### config.mk
export PLATFORM = sky130hd
export DESIGN_NAME = io_pin_reset_defaults
export DESIGN_NICKNAME = d
export VERILOG_FILES = /design/src/verilog/iop_pkg.sv /design/src/verilog/iop_scan_if.sv /design/src/verilog/iop_scan_latch.sv /design/src/verilog/iop_pin_cfg.sv
export SDC_FILE = /design/constraint.sdc
export NUM_CORES = 1
export LEC_CHECK = 0
export ABC_AREA = 1
export BUFFER_PORTS_ARGS = -buffer_cell sky130_fd_sc_hd__buf_2
export CAP_MARGIN = 20
export CORE_MARGIN = 2
export CORE_UTILIZATION = 38
export DETAILED_ROUTE_END_ITERATION = 12
export GPL_ROUTABILITY_DRIVEN = 0
export GPL_TIMING_DRIVEN = 1
export MAX_ROUTING_LAYER = met4
export PLACE_DENSITY_LB_ADDON = 0.3
export SLEW_MARGIN = 20
export SYNTH_ARGS = -nofsm -noshare
export SYNTH_HDL_FRONTEND = slang
export SYNTH_SLANG_ARGS = --single-unit
### constraint.sdc
create_clock -name I_SYS_CLK -period 1.3 [get_ports I_SYS_CLK]
set_input_delay 0.13 -clock I_SYS_CLK [delete_from_list [all_inputs] [get_ports I_SYS_CLK]]
set_output_delay 0.13 -clock I_SYS_CLK [all_outputs]
set_load 0.02 [all_outputs]
### src/verilog/iop_pkg.sv
// Summary of operation
// - scan port enabled only if test clock low
// - scan enabled: pull-ups on clock, mode, data-in
// - test clock pull-up on throughout reset
// - scan data-out driven, never pulled up
// - scan disabled: lines go to GPIO/mux
// - two-wire function selected on its pins after reset
// - two-wire: open-drain, spike-filtered; else ordinary line
// - each line has its own pull-up enable
// - reset: inputs except line 20, pull-ups off except test clock
// - reset: line 20 port A selects clock output F
// - USB pins follow USB function when selected
// - clock output off on reassign or keep-bit zero
// - clock output never re-enabled until power-up
package iop_pkg;
    // ----------------------------------------------------------------
    // line map
    // ----------------------------------------------------------------
    localparam int          PORT_A_LINES = 23;
    localparam int          PORT_B_LINES = 28;
    localparam int          NUM_LINES    = PORT_A_LINES + PORT_B_LINES;
    localparam int          IDX_W        = 6;
    localparam logic [5:0]  LINE_TCK     = 6'h00;
    localparam logic [5:0]  LINE_TMS     = 6'h01;
    localparam logic [5:0]  LINE_TDI     = 6'h02;
    localparam logic [5:0]  LINE_TDO     = 6'h03;
    localparam logic [5:0]  LINE_RC      = 6'h14;
    localparam logic [50:0] TWI_MASK     = 51'h0000_1822_00A0;
    localparam logic [50:0] USB_MASK     = 51'h0030_0000_0000;
    localparam logic [50:0] RC_MASK      = 51'h0000_0010_0000;
    // ----------------------------------------------------------------
    // function codes
    // ----------------------------------------------------------------
    localparam logic [2:0]  FUNC_TWI     = 3'h0;
    localparam logic [2:0]  FUNC_USB     = 3'h1;
    localparam logic [2:0]  FUNC_F       = 3'h5;
    // ----------------------------------------------------------------
    // reset values and counts
    // ----------------------------------------------------------------
    localparam logic [50:0] RST_GPIO     = ~(TWI_MASK | RC_MASK);
    localparam logic [50:0] RST_PUEN     = 51'h0000_0000_0001;
    localparam logic [50:0] RST_DIR      = 51'h0000_0000_0000;
    localparam logic [2:0]  RST_FUNC     = 3'h0;
    localparam logic [1:0]  SETTLE_CYC   = 2'h3;

    typedef enum logic [1:0] {
        SCN_WAIT = 2'b00,
        SCN_DONE = 2'b01
    } iop_scan_state_t;
endpackage

### src/verilog/iop_scan_if.sv
interface iop_scan_if;
    logic scan_en;
    logic scan_done;
    modport ctl (output scan_en, output scan_done);
    modport mon (input scan_en, input scan_done);
endinterface

### src/verilog/iop_scan_latch.sv
module iop_scan_latch
    import iop_pkg::*;
(
    input  wire logic i_clk,
    input  wire logic i_rst_b,
    input  wire logic i_tck_pin,
    iop_scan_if.ctl   scan
);
    logic            s1_r, s2_r, s3_r;
    logic [1:0]      cnt_r, cnt_nxt;
    logic            en_r, en_nxt;
    iop_scan_state_t st_r, st_nxt;

    // ----------------------------------------------------------------
    // decision
    // ----------------------------------------------------------------
    // the pin cannot be caught by the reset itself, so it is taken once the
    // synchroniser has refilled after release; the pull-up keeps it high meanwhile
    always_comb begin
        cnt_nxt = cnt_r;
        en_nxt  = en_r;
        st_nxt  = st_r;
        case (st_r)
            SCN_WAIT: begin
                if (cnt_r != SETTLE_CYC) begin
                    cnt_nxt = cnt_r + 2'h1;
                end else if (s2_r == s3_r) begin
                    en_nxt = ~s3_r;
                    st_nxt = SCN_DONE;
                end
            end
            SCN_DONE: begin
                st_nxt = SCN_DONE;
            end
            default: begin
                st_nxt = SCN_WAIT;
            end
        endcase
    end

    always_ff @(posedge i_clk or negedge i_rst_b) begin
        if (!i_rst_b) begin
            s1_r  <= 1'b1;
            s2_r  <= 1'b1;
            s3_r  <= 1'b1;
            cnt_r <= 2'h0;
            en_r  <= 1'b0;
            st_r  <= SCN_WAIT;
        end else begin
            s1_r  <= i_tck_pin;
            s2_r  <= s1_r;
            s3_r  <= s2_r;
            cnt_r <= cnt_nxt;
            en_r  <= en_nxt;
            st_r  <= st_nxt;
        end
    end

    assign scan.scan_en   = en_r;
    assign scan.scan_done = (st_r == SCN_DONE);
endmodule

### src/verilog/iop_pin_cfg.sv
module io_pin_reset_defaults
    import iop_pkg::*;
(
    input  wire logic             I_SYS_CLK,
    input  wire logic             I_RST_B,
    input  wire logic [50:0]      I_PAD_IN,
    input  wire logic [50:0]      I_PER_OUT,
    input  wire logic [50:0]      I_PER_OE,
    input  wire logic             I_SCAN_TDO,
    input  wire logic             I_RC32_LEVEL,
    input  wire logic             I_CFG_WE,
    input  wire logic [IDX_W-1:0] I_CFG_LINE,
    input  wire logic             I_CFG_GPIO,
    input  wire logic [2:0]       I_CFG_FUNC,
    input  wire logic             I_CFG_PUEN,
    input  wire logic             I_CFG_DIR,
    input  wire logic             I_CFG_OUT,
    input  wire logic             I_KEEP_WE,
    input  wire logic             I_KEEP_VAL,
    output logic      [50:0]      O_PAD_OUT,
    output logic      [50:0]      O_PAD_OE_B,
    output logic      [50:0]      O_PAD_PU,
    output logic      [50:0]      O_LINE_IN,
    output logic                  O_SCAN_EN,
    output logic                  O_RC_OUT_ON
);
    iop_scan_if scan_bus ();

    iop_scan_latch u_scan (
        .i_clk     (I_SYS_CLK),
        .i_rst_b   (I_RST_B),
        .i_tck_pin (I_PAD_IN[0]),
        .scan      (scan_bus.ctl)
    );

    // ----------------------------------------------------------------
    // per-line configuration store
    // ----------------------------------------------------------------
    logic [50:0] gpio_r, gpio_nxt;
    logic [50:0] puen_r, puen_nxt;
    logic [50:0] dir_r, dir_nxt;
    logic [50:0] dout_r, dout_nxt;
    logic [2:0]  func_r   [NUM_LINES];
    logic [2:0]  func_nxt [NUM_LINES];

    always_comb begin
        gpio_nxt = gpio_r;
        puen_nxt = puen_r;
        dir_nxt  = dir_r;
        dout_nxt = dout_r;
        func_nxt = func_r;
        // out-of-range indices are dropped rather than aliased
        if (I_CFG_WE && (int'(I_CFG_LINE) < NUM_LINES)) begin
            gpio_nxt[I_CFG_LINE] = I_CFG_GPIO;
            puen_nxt[I_CFG_LINE] = I_CFG_PUEN;
            dir_nxt[I_CFG_LINE]  = I_CFG_DIR;
            dout_nxt[I_CFG_LINE] = I_CFG_OUT;
            func_nxt[I_CFG_LINE] = I_CFG_FUNC;
        end
    end

    always_ff @(posedge I_SYS_CLK or negedge I_RST_B) begin
        if (!I_RST_B) begin
            gpio_r <= RST_GPIO;
            puen_r <= RST_PUEN;
            dir_r  <= RST_DIR;
            dout_r <= '0;
            for (int i = 0; i < NUM_LINES; i++) begin
                func_r[i] <= (i == int'(LINE_RC)) ? FUNC_F : RST_FUNC;
            end
        end else begin
            gpio_r <= gpio_nxt;
            puen_r <= puen_nxt;
            dir_r  <= dir_nxt;
            dout_r <= dout_nxt;
            func_r <= func_nxt;
        end
    end

    // ----------------------------------------------------------------
    // slow clock output enable
    // ----------------------------------------------------------------
    // one-way: once dropped it stays dropped; only a power-up reset restores it
    logic rc_on_r, rc_on_nxt;
    logic rc1_r, rc2_r, rc3_r;
    logic rc_lvl_r, rc_lvl_nxt;

    always_comb begin
        rc_on_nxt  = rc_on_r;
        rc_lvl_nxt = rc_lvl_r;
        // the oscillator level is taken only once two sync stages agree
        if (rc2_r == rc3_r) begin
            rc_lvl_nxt = rc3_r;
        end
        if (gpio_r[LINE_RC] || func_r[LINE_RC] != FUNC_F || (I_KEEP_WE && !I_KEEP_VAL)) begin
            rc_on_nxt = 1'b0;
        end
    end

    always_ff @(posedge I_SYS_CLK or negedge I_RST_B) begin
        if (!I_RST_B) begin
            rc_on_r <= 1'b1;
            rc1_r   <= 1'b0;
            rc2_r   <= 1'b0;
            rc3_r   <= 1'b0;
            rc_lvl_r <= 1'b0;
        end else begin
            rc_on_r <= rc_on_nxt;
            rc1_r   <= I_RC32_LEVEL;
            rc2_r   <= rc1_r;
            rc3_r   <= rc2_r;
            rc_lvl_r <= rc_lvl_nxt;
        end
    end

    // ----------------------------------------------------------------
    // input sampling
    // ----------------------------------------------------------------
    logic [50:0] in1_r, in2_r, in3_r, in4_r;
    logic [50:0] lin_r, lin_nxt;
    logic [50:0] twi_on;

    always_comb begin
        lin_nxt = lin_r;
        for (int i = 0; i < NUM_LINES; i++) begin
            twi_on[i] = TWI_MASK[i] && !gpio_r[i] && func_r[i] == FUNC_TWI;
            // two-wire lines need one more agreeing sample to reject spikes
            if (in2_r[i] == in3_r[i] && (!twi_on[i] || in3_r[i] == in4_r[i])) begin
                lin_nxt[i] = in3_r[i];
            end
        end
    end

    // ----------------------------------------------------------------
    // pad drive
    // ----------------------------------------------------------------
    logic [50:0] pout_r, pout_nxt;
    logic [50:0] poe_b_r, poe_b_nxt;
    logic [50:0] ppu_r, ppu_nxt;
    logic        scan_en;

    assign scan_en = scan_bus.scan_en;

    always_comb begin
        pout_nxt  = '0;
        poe_b_nxt = '1;
        ppu_nxt   = '0;
        for (int i = 0; i < NUM_LINES; i++) begin
            if (scan_en && (i == int'(LINE_TCK) || i == int'(LINE_TMS) || i == int'(LINE_TDI))) begin
                ppu_nxt[i] = 1'b1;
            end else if (scan_en && i == int'(LINE_TDO)) begin
                pout_nxt[i]  = I_SCAN_TDO;
                poe_b_nxt[i] = 1'b0;
            end else if (gpio_r[i]) begin
                pout_nxt[i]  = dout_r[i];
                poe_b_nxt[i] = ~dir_r[i];
                ppu_nxt[i]   = puen_r[i];
            end else if (twi_on[i]) begin
                poe_b_nxt[i] = I_PER_OUT[i];
                ppu_nxt[i]   = puen_r[i];
            end else if (i == int'(LINE_RC) && func_r[i] == FUNC_F) begin
                pout_nxt[i]  = rc_lvl_r;
                poe_b_nxt[i] = ~rc_on_r;
                ppu_nxt[i]   = puen_r[i];
            end else begin
                // covers USB pins in USB function and every other peripheral
                pout_nxt[i]  = I_PER_OUT[i];
                poe_b_nxt[i] = ~I_PER_OE[i];
                ppu_nxt[i]   = puen_r[i];
            end
        end
        // test clock pull-up stays on until the scan decision is taken
        if (!scan_bus.scan_done) begin
            ppu_nxt[LINE_TCK] = 1'b1;
        end
    end

    always_ff @(posedge I_SYS_CLK or negedge I_RST_B) begin
        if (!I_RST_B) begin
            in1_r   <= '1;
            in2_r   <= '1;
            in3_r   <= '1;
            in4_r   <= '1;
            lin_r   <= '1;
            pout_r  <= '0;
            poe_b_r <= '1;
            ppu_r   <= RST_PUEN;
            O_SCAN_EN   <= 1'b0;
            O_RC_OUT_ON <= 1'b1;
        end else begin
            in1_r   <= I_PAD_IN;
            in2_r   <= in1_r;
            in3_r   <= in2_r;
            in4_r   <= in3_r;
            lin_r   <= lin_nxt;
            pout_r  <= pout_nxt;
            poe_b_r <= poe_b_nxt;
            ppu_r   <= ppu_nxt;
            O_SCAN_EN   <= scan_en;
            O_RC_OUT_ON <= rc_on_r;
        end
    end

    assign O_PAD_OUT  = pout_r;
    assign O_PAD_OE_B = poe_b_r;
    assign O_PAD_PU   = ppu_r;
    assign O_LINE_IN  = lin_r;
endmodule

==> out/summary.txt, run 1 <==
Critical Setup Path Class: flop to output pin
Critical R2R Launch: u_scan.cnt_r[0]
Pins Over Slew Limit: 0
Core Area: 56400 sq um
First-pass DRT Iterations: 5
Io pins: 379
R2R depth: 3
Hold Crit Start: I_CFG_GPIO
Relative slew slack: 0.718
Root Driver: clkbuf_16
Inst Count DP: 2990
#FFs+latches synth: 599
Average size of a mapped cell: 12.2 sq um
Fin crit share: 1.11
CP top delay family: flip-flops
LEAKAGE: 14.4 nW
DRC viols: 0
CTS H-tree depth: 3
Period minus WS final: 1.45 ns
WHS Endpoint: gpio_r[44]
Crit path max-delay cell type: dfstp_2
Status: finished, violations left
Buffers on Ports: 378
Register area share after synthesis: 0.709
Clock slew at reported path FFs: 0.06 ns
WL final: 59.6 mm
Worst-path cell chain: buf_6
Initial core utilization: 0.385
DIE WIDTH: 243 microns
RSZ-0062 raised after global routing: true
Critical path arrival: 1.32 ns
Wire per inst: 18.1 microns
Worst slew pin tran: 0.422 ns
VDD IR max: 0.942 mV
Post-synth cell types: 30
P&R area growth vs syn: 41.1%
Final Util: 0.543
First-pass GRT wire length: 94.1 mm
Setup violators final: 105
Total CTS buffers: 66
Layout cell share with drive strength beyond 1: 0.412
DRT antenna net count: 0
Final HPWL DP: 37.9 mm
HP Class: input port to flop
Clk_lat worst skew: 0.58 ns
Number of DRC markers in iteration 0: 988
Vias/cell: 4.89
Full die area: 59000 sq um
Post-Syn Area: 21700 sq um
R2R setup slack: 0.06 ns
Worst-path fanout max: 1
Worst path required time: 1.17 ns
Design Area, Final: 30600 sq um
DIE HEIGHT: 243 microns
CP peak stage delay: 0.60 ns
Setup WS post-layout: -0.148 ns
Row count: 87
Largest net degree at the start of global routing: 84
Number of max-cap violations: 0
Placed Area: 25700 sq um
Routed vias: 16108
Power per cell area: 1580 nW/um^2
Initial antenna violation count: 5
Max Clk Rate: 690 MHz
Failing checks: negative setup slack
Hold Crit Depth: 4
Yosys warnings: 0
Filler instances: 4667
Worst-case clock buffer depth: 3
Hold Slack: 0.0708 ns
Post-Syn Instances: 1784
CTS sink count: 599
Syn_nets: 1958
Commonest non-fill, non-tap cell in the layout: nand2_1
Buf/Inv on CP: 1
CTS tree: done
Vias in the first global route: 16818
Total grt overflow: 0
Nature of the critical path startpoint: flop
Gr usage total: 0.210
Clock Skews: 0.0114 ns
Critical R2R Capture: u_scan.cnt_r[1]
Most frequent cells in the layout: 498 x nand2_1, 311 x dfstp_2, 287 x dfrtp_1
Final nets: 2655
Fin. Hold Viols: 0
Post-Layout Cell Count: 3297
Worst Setup End Kind: output pin
per-layer routing:
layer / GRT usage / vias to the layer above / part of all wire
li1: - / 7470 / -
met1: 0.269 / 8025 / 0.43
met2: 0.333 / 487 / 0.49
met3: 0.0386 / 126 / 0.057
met4: 0.0801 / 0 / 0.029
met5: - / - / 0
cells by family after synthesis:
group,share of synthesized area
AND/OR/NAND/NOR,0.197
flip-flops,0.709
buffers and inverters,0.0236
multiplexers,0.0397
adder cells (fa/ha/maj),0.0213
AO/OA/AOI/OAI,0.00877
XOR/XNOR,0.000404
where the power goes:
group          total, mW  leakage, nW  switching [mW]  internal, mW
clock               19.4         1.11            7.45          11.9
combinational       6.46         6.26            3.51          2.95
sequential          22.4         7.04            1.23          21.2
synthesized netlist by cell type (all sizes together):
library cell,n,area (sq um)
buf,39,200
or2,3,18.8
dfrtp,288,7210
nand2,500,1880
ha,1,12.5
a31oi,2,12.5
clkbuf,47,176
a21oi,3,15.0
nand4,231,1450
mux2i,40,400
xor2,1,8.76
nand3b,4,30.0
dfstp,311,8170
a211oi,1,7.51
o211ai,6,45.0
maj3,45,450
mux2,41,462
nor2,87,379
o21bai,6,45.0
o21ai,13,65.1
nand3,78,520
inv,36,135
and3,1,6.26
tightest hold or removal path, stage by stage:
cell and delay (ns):
buf_2 0.11, buf_12 0.21, nand4_1 0.13, nand2_1 0.05
cell type report:
| class | count | area, sq um | area share |
|---|---|---|---|
| diodes | 7 | 17.5 | 0.000572 |
| clock buffers | 97 | 1970 | 0.0642 |
| clock inverters | 24 | 323 | 0.0105 |
| inverters | 36 | 135 | 0.00442 |
| multi-input cells | 1063 | 5810 | 0.190 |
| flip-flops and latches | 599 | 15400 | 0.502 |
| well taps | 756 | 946 | 0.0309 |
| repair buffers | 715 | 6030 | 0.197 |
worst max path at each step:
| stage | startpoint | end | slack (ns) | cells after the start |
|---|---|---|---|---|
| after floorplan | u_scan.cnt_r[0] | u_scan.cnt_r[1] | 0.08 | 3 |
| after global placement | I_CFG_LINE[1] | dir_r[6] | -0.09 | 8 |
| after detailed placement | I_CFG_LINE[0] | dir_r[6] | -0.16 | 8 |
| after CTS | O_PAD_OE_B[15] | O_PAD_OE_B[15] | -0.21 | 1 |
| after global routing | O_PAD_OE_B[15] | O_PAD_OE_B[15] | -0.20 | 1 |
| final | O_PAD_OE_B[15] | O_PAD_OE_B[15] | -0.15 | 1 |
repair_timing:
item / 4_1_cts / 5_1_grt
hold buffers: 163 / 0
gates resized for setup: 257 / 10
pin swaps: 0 / 0
endpoints found under the hold margin: 508 / 0
setup buffers: 9 / 7
setup endpoints to repair: 129 / 117
metrics by stage:
| stage | total power [mW] | setup TNS (ns) | setup slack [ns] |
|---|---|---|---|
| floorplan | 25.1 | 0 | 0.0819 |
| global placement | 27.7 | -5.96 | -0.0862 |
| detailed placement | 27.9 | -11.98 | -0.160 |
| CTS | 48.8 | -11.27 | -0.206 |
| global route | 50.4 | -10.97 | -0.199 |
| finish | 48.3 | -5.94 | -0.148 |
No activity file was read; power rests on OpenSTA's default activity.
==> inputs of run 2 (changes only) <==
Settings changed: HOLD_SLACK_MARGIN from default to 0.15, SYNTH_HIERARCHICAL from default to 1.
==> run 2 against run 1 <==
Effect of this change: the flow still finishes with violations (negative setup slack); clock power shrank 3%; first-iteration DRC count grew 0.10%; register-to-register slack gained 0.06 ns; utilization grew 0.21 points; flip-flop and latch count grew 3; global-route usage shrank 0.17 points; via count grew 1.2%; setup slack gained 0.041 ns; critical path type unchanged; count of clock-buffer cells in the layout shrank 1; largest cell class unchanged.
==> out/summary.txt, run 2 <==
Status: finished, violations left (unchanged)
Failing checks: negative setup slack (unchanged)
Post-CTS Hold Buffers: 181 (was 163)
CTS tree: done (unchanged)
#FFs+latches synth: 602 (was 599)
Pins Over Slew Limit: 0 (unchanged)
Buffers on Ports: 378 (unchanged)
Wire per inst: 18.0 microns (was 18.1 microns)
Setup TNS: -6.63 ns (was -5.94 ns)
Top cells by count, synth: 501 x nand2_1, 314 x dfstp_2, 288 x dfrtp_1, 232 x nand4_1, 78 x nor2_1 (was 499 x nand2_1, 311 x dfstp_2, 288 x dfrtp_1, 231 x nand4_1, 80 x nor2_1)
Post-Syn Instances: 1790 (was 1784)
Relative slew slack: 0.720 (was 0.718)
Area of the multi-input gates: 5780 sq um (was 5810 sq um)
Number of max-cap violations: 0 (unchanged)
Largest net degree at the start of global routing: 85 (was 84)
Initial antenna violation count: 7 (was 5)
Number of DRC markers in iteration 0: 989 (was 988)
CP top delay family: flip-flops (unchanged)
Worst-path fanout max: 2 (was 1)
Row count: 87 (unchanged)
Setup WS post-layout: -0.107 ns (was -0.148 ns)
Reg area: 15500 sq um (was 15400 sq um)
Inst Count DP: 2993 (was 2990)
CTS H-tree depth: 3 (unchanged)
Worst slew pin tran: 0.420 ns (was 0.422 ns)
Pre-CTS setup slack: -0.335 ns (was -0.160 ns)
Top post-synthesis cells by area: dfstp_2 38%, dfrtp_1 33%, nand2_1 8.7%, nand4_1 6.7%, maj3_1 2.1% (was dfstp_2 38%, dfrtp_1 33%, nand2_1 8.6%, nand4_1 6.7%, mux2_2 2.1%)
Worst path required time: 1.17 ns (about the same)
Average size of a mapped cell: 12.1 sq um (was 12.2 sq um)
Root Driver: clkbuf_16 (unchanged)
Main flop type after synthesis: dfstp_2 (unchanged)
Core Area: 56500 sq um (was 56400 sq um)
Routed vias: 16297 (was 16108)
First-pass GRT wire length: 93.5 mm (was 94.1 mm)
Max Clk Rate: 711 MHz (was 690 MHz)
Clock Skews: 0.0151 ns (was 0.0114 ns)
First-pass DRT Iterations: 5 (unchanged)
Vias/cell: 4.91 (was 4.89)
VDD IR max: 1.47 mV (was 0.942 mV)
Fin crit share: 1.08 (was 1.11)
HP Class: input port to flop (unchanged)
Post-synth EDFFs: 0 (unchanged)
Yosys top cell by area: dfstp_2 (unchanged)
Setup violators final: 105 (unchanged)
DRT antenna net count: 0 (unchanged)
CP peak stage delay: 0.57 ns (was 0.60 ns)
Total grt overflow: 0 (unchanged)
CTS sink count: 602 (was 599)
Power per cell area: 1550 nW/um^2 (was 1580 nW/um^2)
Clock slew at reported path FFs: 0.06 ns (about the same)
Synth top area share: 0.380 (was 0.377)
Hold Slack: 0.0629 ns (was 0.0708 ns)
Buf/Inv on CP: 1 (unchanged)
Post-Syn Area: 21700 sq um (about the same)
Critical Setup Path Class: flop to output pin (unchanged)
RSZ-0062 raised after global routing: true (unchanged)
Post-Layout Cell Count: 3320 (was 3297)
Syn_nets: 1964 (was 1958)
Most common cell in the synthesized netlist: nand2_1 (unchanged)
Filler instances: 4559 (was 4667)
WL final: 59.8 mm (was 59.6 mm)
Worst-case clock buffer depth: 3 (unchanged)
DIE WIDTH: 243 microns (about the same)
Full die area: 59100 sq um (was 59000 sq um)
Power Total: 47.9 mW (was 48.3 mW)
Worst-path cell chain: buf_6 (unchanged)
Initial core utilization: 0.385 (about the same)
Period minus WS final: 1.41 ns (was 1.45 ns)
Layout cell share with drive strength beyond 1: 0.408 (was 0.412)
P&R area growth vs syn: 41.6% (was 41.1%)
Final nets: 2678 (was 2655)
Yosys warnings: 6 (was 0)
Clk_lat worst skew: 0.59 ns (was 0.58 ns)
DIE HEIGHT: 243 microns (about the same)
Gr usage total: 0.208 (was 0.210)
Nature of the critical path startpoint: flop (unchanged)
Most frequent cells in the layout: 500 x nand2_1, 314 x dfstp_2, 287 x dfrtp_1 (was 498 x nand2_1, 311 x dfstp_2, 287 x dfrtp_1)
Vias in the first global route: 17007 (was 16818)
Io pins: 379 (unchanged)
Worst Setup End Kind: output pin (unchanged)
Fin. Hold Viols: 0 (unchanged)
Post-synth cell types: 31 (was 30)
Final HPWL DP: 38.1 mm (was 37.9 mm)
Critical path arrival: 1.28 ns (was 1.32 ns)
Register area share after synthesis: 0.711 (was 0.709)
Commonest non-fill, non-tap cell in the layout: nand2_1 (unchanged)
DRC viols: 0 (unchanged)
Total CTS buffers: 66 (unchanged)
Post-synth ARST share: 1.00 (unchanged)
LEAKAGE: 14.5 nW (was 14.4 nW)
Crit path max-delay cell type: dfstp_2 (unchanged)
run 2: changes by cell type after synthesis, sizes merged, moves of 2 or more:
cell / before / now
inv: 36 / 38
buf: 39 / 37
dfstp: 311 / 314
nand2: 500 / 502
clkbuf: 47 / 49
run 2: layout make-up:
cell class | instances | area share
Inverter | 38 | 0.00463
Sequential cell | 602 | 0.502
Clock buffer | 96 | 0.0625
Antenna cell | 7 | 0.000569
Multi-Input combinational cell | 1064 | 0.188
Timing Repair Buffer | 732 | 0.202
Tap cell | 756 | 0.0307
Clock inverter | 25 | 0.00975
run 2: kinds of logic (layout without fill, tap and decap cells):
logic type | after synthesis | count (layout) | share of synthesized area
xor gates and xnor gates | 1 | 1 | 0.000403
adders and majority gates | 47 | 47 | 0.0218
DFF | 602 | 602 | 0.711
buffers and inverters | 124 | 891 | 0.0238
muxes | 80 | 80 | 0.0391
AOI/OAI and AO/OA | 31 | 31 | 0.00875
and+or+nand+nor | 905 | 905 | 0.195
other | 0 | 7 | 0
run 2: power by group:
part | internal [mW] | switching, mW | total, mW
clock | 11.4 | 7.48 | 18.8
combinational | 2.99 | 3.53 | 6.52
sequential | 21.3 | 1.22 | 22.5
run 2: routing by layer:
metal / up-vias / GRT usage / wire length [microns]
met2: 529 / 0.332 / 29200
li1: 7545 / - / -
met4: 0 / 0.0590 / 1360
met1: 8138 / 0.270 / 25900
met3: 85 / 0.0436 / 3390
met5: - / - / 0
run 2: through the flow:
stage / util / instance area, sq um
after floorplan: - / 21700
after global placement: 0.455 / 25700
after detailed placement: 0.455 / 25700
after CTS: 0.542 / 30600
after global routing: 0.545 / 30800
final: 0.545 / 30800
run 2: repair_timing:
item	in CTS	in global routing
endpoints found under the hold margin	969	50
endpoints found under the setup margin	124	148
gates cloned	0	1
buffers inserted	13	4
gates resized for setup	248	36
run 2: path summary, 6_finish.rpt:
path | startpoint | slack, ns | to | depth (start not counted)
max | O_LINE_IN[10] | -0.11 | O_LINE_IN[10] | 1
min | I_CFG_GPIO | 0.06 | gpio_r[30] | 4
min reg2reg | rc1_r | 0.34 | rc2_r | 0
min in group asynchronous | I_RST_B | 0.30 | O_LINE_IN[38] | 2
max in group asynchronous | I_RST_B | 0.15 | O_PAD_PU[44] | 3
max reg2reg | func_r[67] | 0.12 | O_LINE_IN[28] | 5
==> inputs of run 3 (changes only) <==
Settings changed: CORE_UTILIZATION 38 to 55.
Clock period 1.3 ns to 1.65 ns, I/O delays scaled along.
==> run 3 against run 2 <==
Effect of this change: clock skew decreased by 0.0025 ns; critical endpoint is now func_r[91]; clock power fell by 26%; the run now ends clean; non-clock buffer count fell by 88.
==> out/summary.txt, run 3 (same netlist as run 2, synthesis figures left out) <==
Status: finished, final reports clean (was finished, violations left)
Total CTS buffers: 58 (was 66)
Max Clk Rate: 628 MHz
Clk_lat worst skew: 0.61 ns (was 0.59 ns)
CTS tree: done (unchanged)
CTS sink count: 602 (unchanged)
Setup Buffers After CTS: 0 (was 13)
Fin crit share: 0.965
Hold Crit Start: I_CFG_LINE[2] (was I_CFG_GPIO)
First-pass DRT Iterations: 7 (was 5)
HP Class: input port to flop (unchanged)
Layout cell share with drive strength beyond 1: 0.387 (was 0.408)
Root Driver: clkbuf_16 (unchanged)
First-pass GRT wire length: 95.6 mm (was 93.5 mm)
Number of max-cap violations: 0 (unchanged)
Total grt overflow: 0 (unchanged)
R2R setup slack: 0.08 ns (was 0.12 ns)
Fin. Hold Viols: 0 (unchanged)
Period minus WS final: 1.59 ns
LEAKAGE: 13.7 nW (was 14.5 nW)
Routed vias: 16369 (was 16297)
Vias in the first global route: 17178 (was 17007)
CTS H-tree depth: 2 (was 3)
Power Total: 36.1 mW (was 47.9 mW)
WL final: 61.6 mm (was 59.8 mm)
DRC viols: 0 (unchanged)
Worst-path fanout max: 8 (was 2)
Critical R2R Launch: func_r[100] (was func_r[67])
P&R area growth vs syn: 32.0% (was 41.6%)
Critical path arrival: 2.14 ns (was 1.28 ns)
Hold Crit Depth: 6 (was 4)
Initial antenna violation count: 4 (was 7)
Worst-case clock buffer depth: 3 (unchanged)
Pins Over Slew Limit: 0 (unchanged)
WHS Endpoint: gpio_r[44] (was gpio_r[30])
Buffers on Ports: 378 (unchanged)
Initial core utilization: 0.560 (was 0.385)
Row count: 72 (was 87)
Clock Skews: 0.0126 ns (was 0.0151 ns)
Wire per inst: 20.7 microns (was 18.0 microns)
Commonest non-fill, non-tap cell in the layout: nand2_1 (unchanged)
Power per cell area: 1260 nW/um^2 (was 1550 nW/um^2)
Most frequent cells in the layout: 500 x nand2_1, 376 x buf_2, 314 x dfstp_2 (was 500 x nand2_1, 314 x dfstp_2, 287 x dfrtp_1)
Vias/cell: 5.49 (was 4.91)
DRT antenna net count: 0 (unchanged)
Power share of the combinational group: 0.127 (was 0.136)
Critical R2R Capture: O_PAD_OE_B[17] (was O_LINE_IN[28])
Sw Ratio: 0.266 (was 0.256)
Relative slew slack: 0.624 (was 0.720)
VDD IR max: 1.07 mV (was 1.47 mV)
Internal: 26.5 mW (was 35.6 mW)
Final HPWL DP: 36.5 mm (was 38.1 mm)
Core Area: 38800 sq um (was 56500 sq um)
Io pins: 379 (unchanged)
DIE HEIGHT: 203 microns (was 243 microns)
Worst slew pin tran: 0.562 ns (was 0.420 ns)
Reg power frac: 0.490 (was 0.470)
Final nets: 2582 (was 2678)
Setup violators final: 0 (was 105)
Clk network pwr share: 0.384 (was 0.394)
Largest net degree at the start of global routing: 85 (unchanged)
Hold Slack: 0.188 ns (was 0.0629 ns)
NetSw: 9.61 mW (was 12.2 mW)
Gr usage total: 0.311 (was 0.208)
Worst Setup End Kind: flop (was output pin)
R2R depth: 5 (unchanged)
Number of DRC markers in iteration 0: 1363 (was 989)
Worst path required time: 2.20 ns (was 1.17 ns)
Nature of the critical path startpoint: input port (was flop)
Clock slew at reported path FFs: 0.06 ns (about the same)
RSZ-0062 raised after global routing: false (was true)
Full die area: 41100 sq um (was 59100 sq um)
Critical Setup Path Class: input port to flop (was flop to output pin)
DIE WIDTH: 203 microns (was 243 microns)
==> run 3: timing repair <==
action                     4_1_cts  5_1_grt
setup endpoints to repair        0        4
resized for setup                0        4
hold buffers                   178        0
hold endpoints to repair       733        0
==> run 3: how the worst max path moves through the flow <==
stage                               to  slack [ns]                 from
after floorplan               dir_r[7]        0.43             I_CFG_WE
after global placement       puen_r[8]        0.05        I_CFG_LINE[2]
after global routing        func_r[90]       0.002        I_CFG_LINE[4]
final                       func_r[91]        0.06        I_CFG_LINE[4]
after CTS                 O_PAD_OUT[3]        0.03  u_scan/scan.scan_en
after detailed placement     dir_r[48]       -0.04        I_CFG_LINE[2]
==> run 3: critical path, stage by stage <==
cell and delay [ns]:
buf_2 0.12, dlygate4sd3_1 0.63, nand3_4 0.21, nor2_4 0.14, buf_4 0.15, nand4_1 0.08
dlygate4sd3_1 0.58, nand2_1 0.06
==> run 3: per-layer routing <==
layer | track usage | part of all wire | vias up
met4 | 0.109 | 0.031 | 0
li1 | - | - | 7320
met1 | 0.390 | 0.39 | 8180
met2 | 0.515 | 0.50 | 730
met3 | 0.0552 | 0.071 | 139
met5 | - | 0 | -
==> run 3: stage by stage <==
step,instances,util,area (sq um),setup TNS [ns],setup slack (ns)
3_5_place_dp,2688,0.641,24900,-0.306,-0.0399
4_1_cts,2975,0.738,28700,0,0.0349
3_3_place_gp,2688,0.641,24900,0,0.0463
6_report,2979,0.739,28700,0,0.0571
5_1_grt,2979,0.739,28700,0,0.00162
2_1_floorplan,1790,-,21700,0,0.431
==> run 3: area by class of cell <==
| cell class | count | area (sq um) |
|---|---|---|
| diodes | 4 | 10.0 |
| clock buffers | 82 | 1740 |
| clock inverters | 27 | 279 |
| fillers | 2387 | 10100 |
| inverters | 38 | 143 |
| multi-input cells | 1064 | 5780 |
| flip-flops and latches | 602 | 15500 |
| well taps | 518 | 648 |
| repair buffers | 644 | 4640 |
==> run 3: power groups by stage <==
stage | Clock (mW) | Combinational [mW] | Sequential [mW]
2_1_floorplan | 0 | 1.45 | 18.4
3_3_place_gp | 0 | 3.96 | 17.8
3_5_place_dp | 0 | 4.10 | 17.8
4_1_cts | 14.0 | 4.52 | 17.7
5_1_grt | 14.6 | 4.95 | 17.8
6_report | 13.9 | 4.57 | 17.7
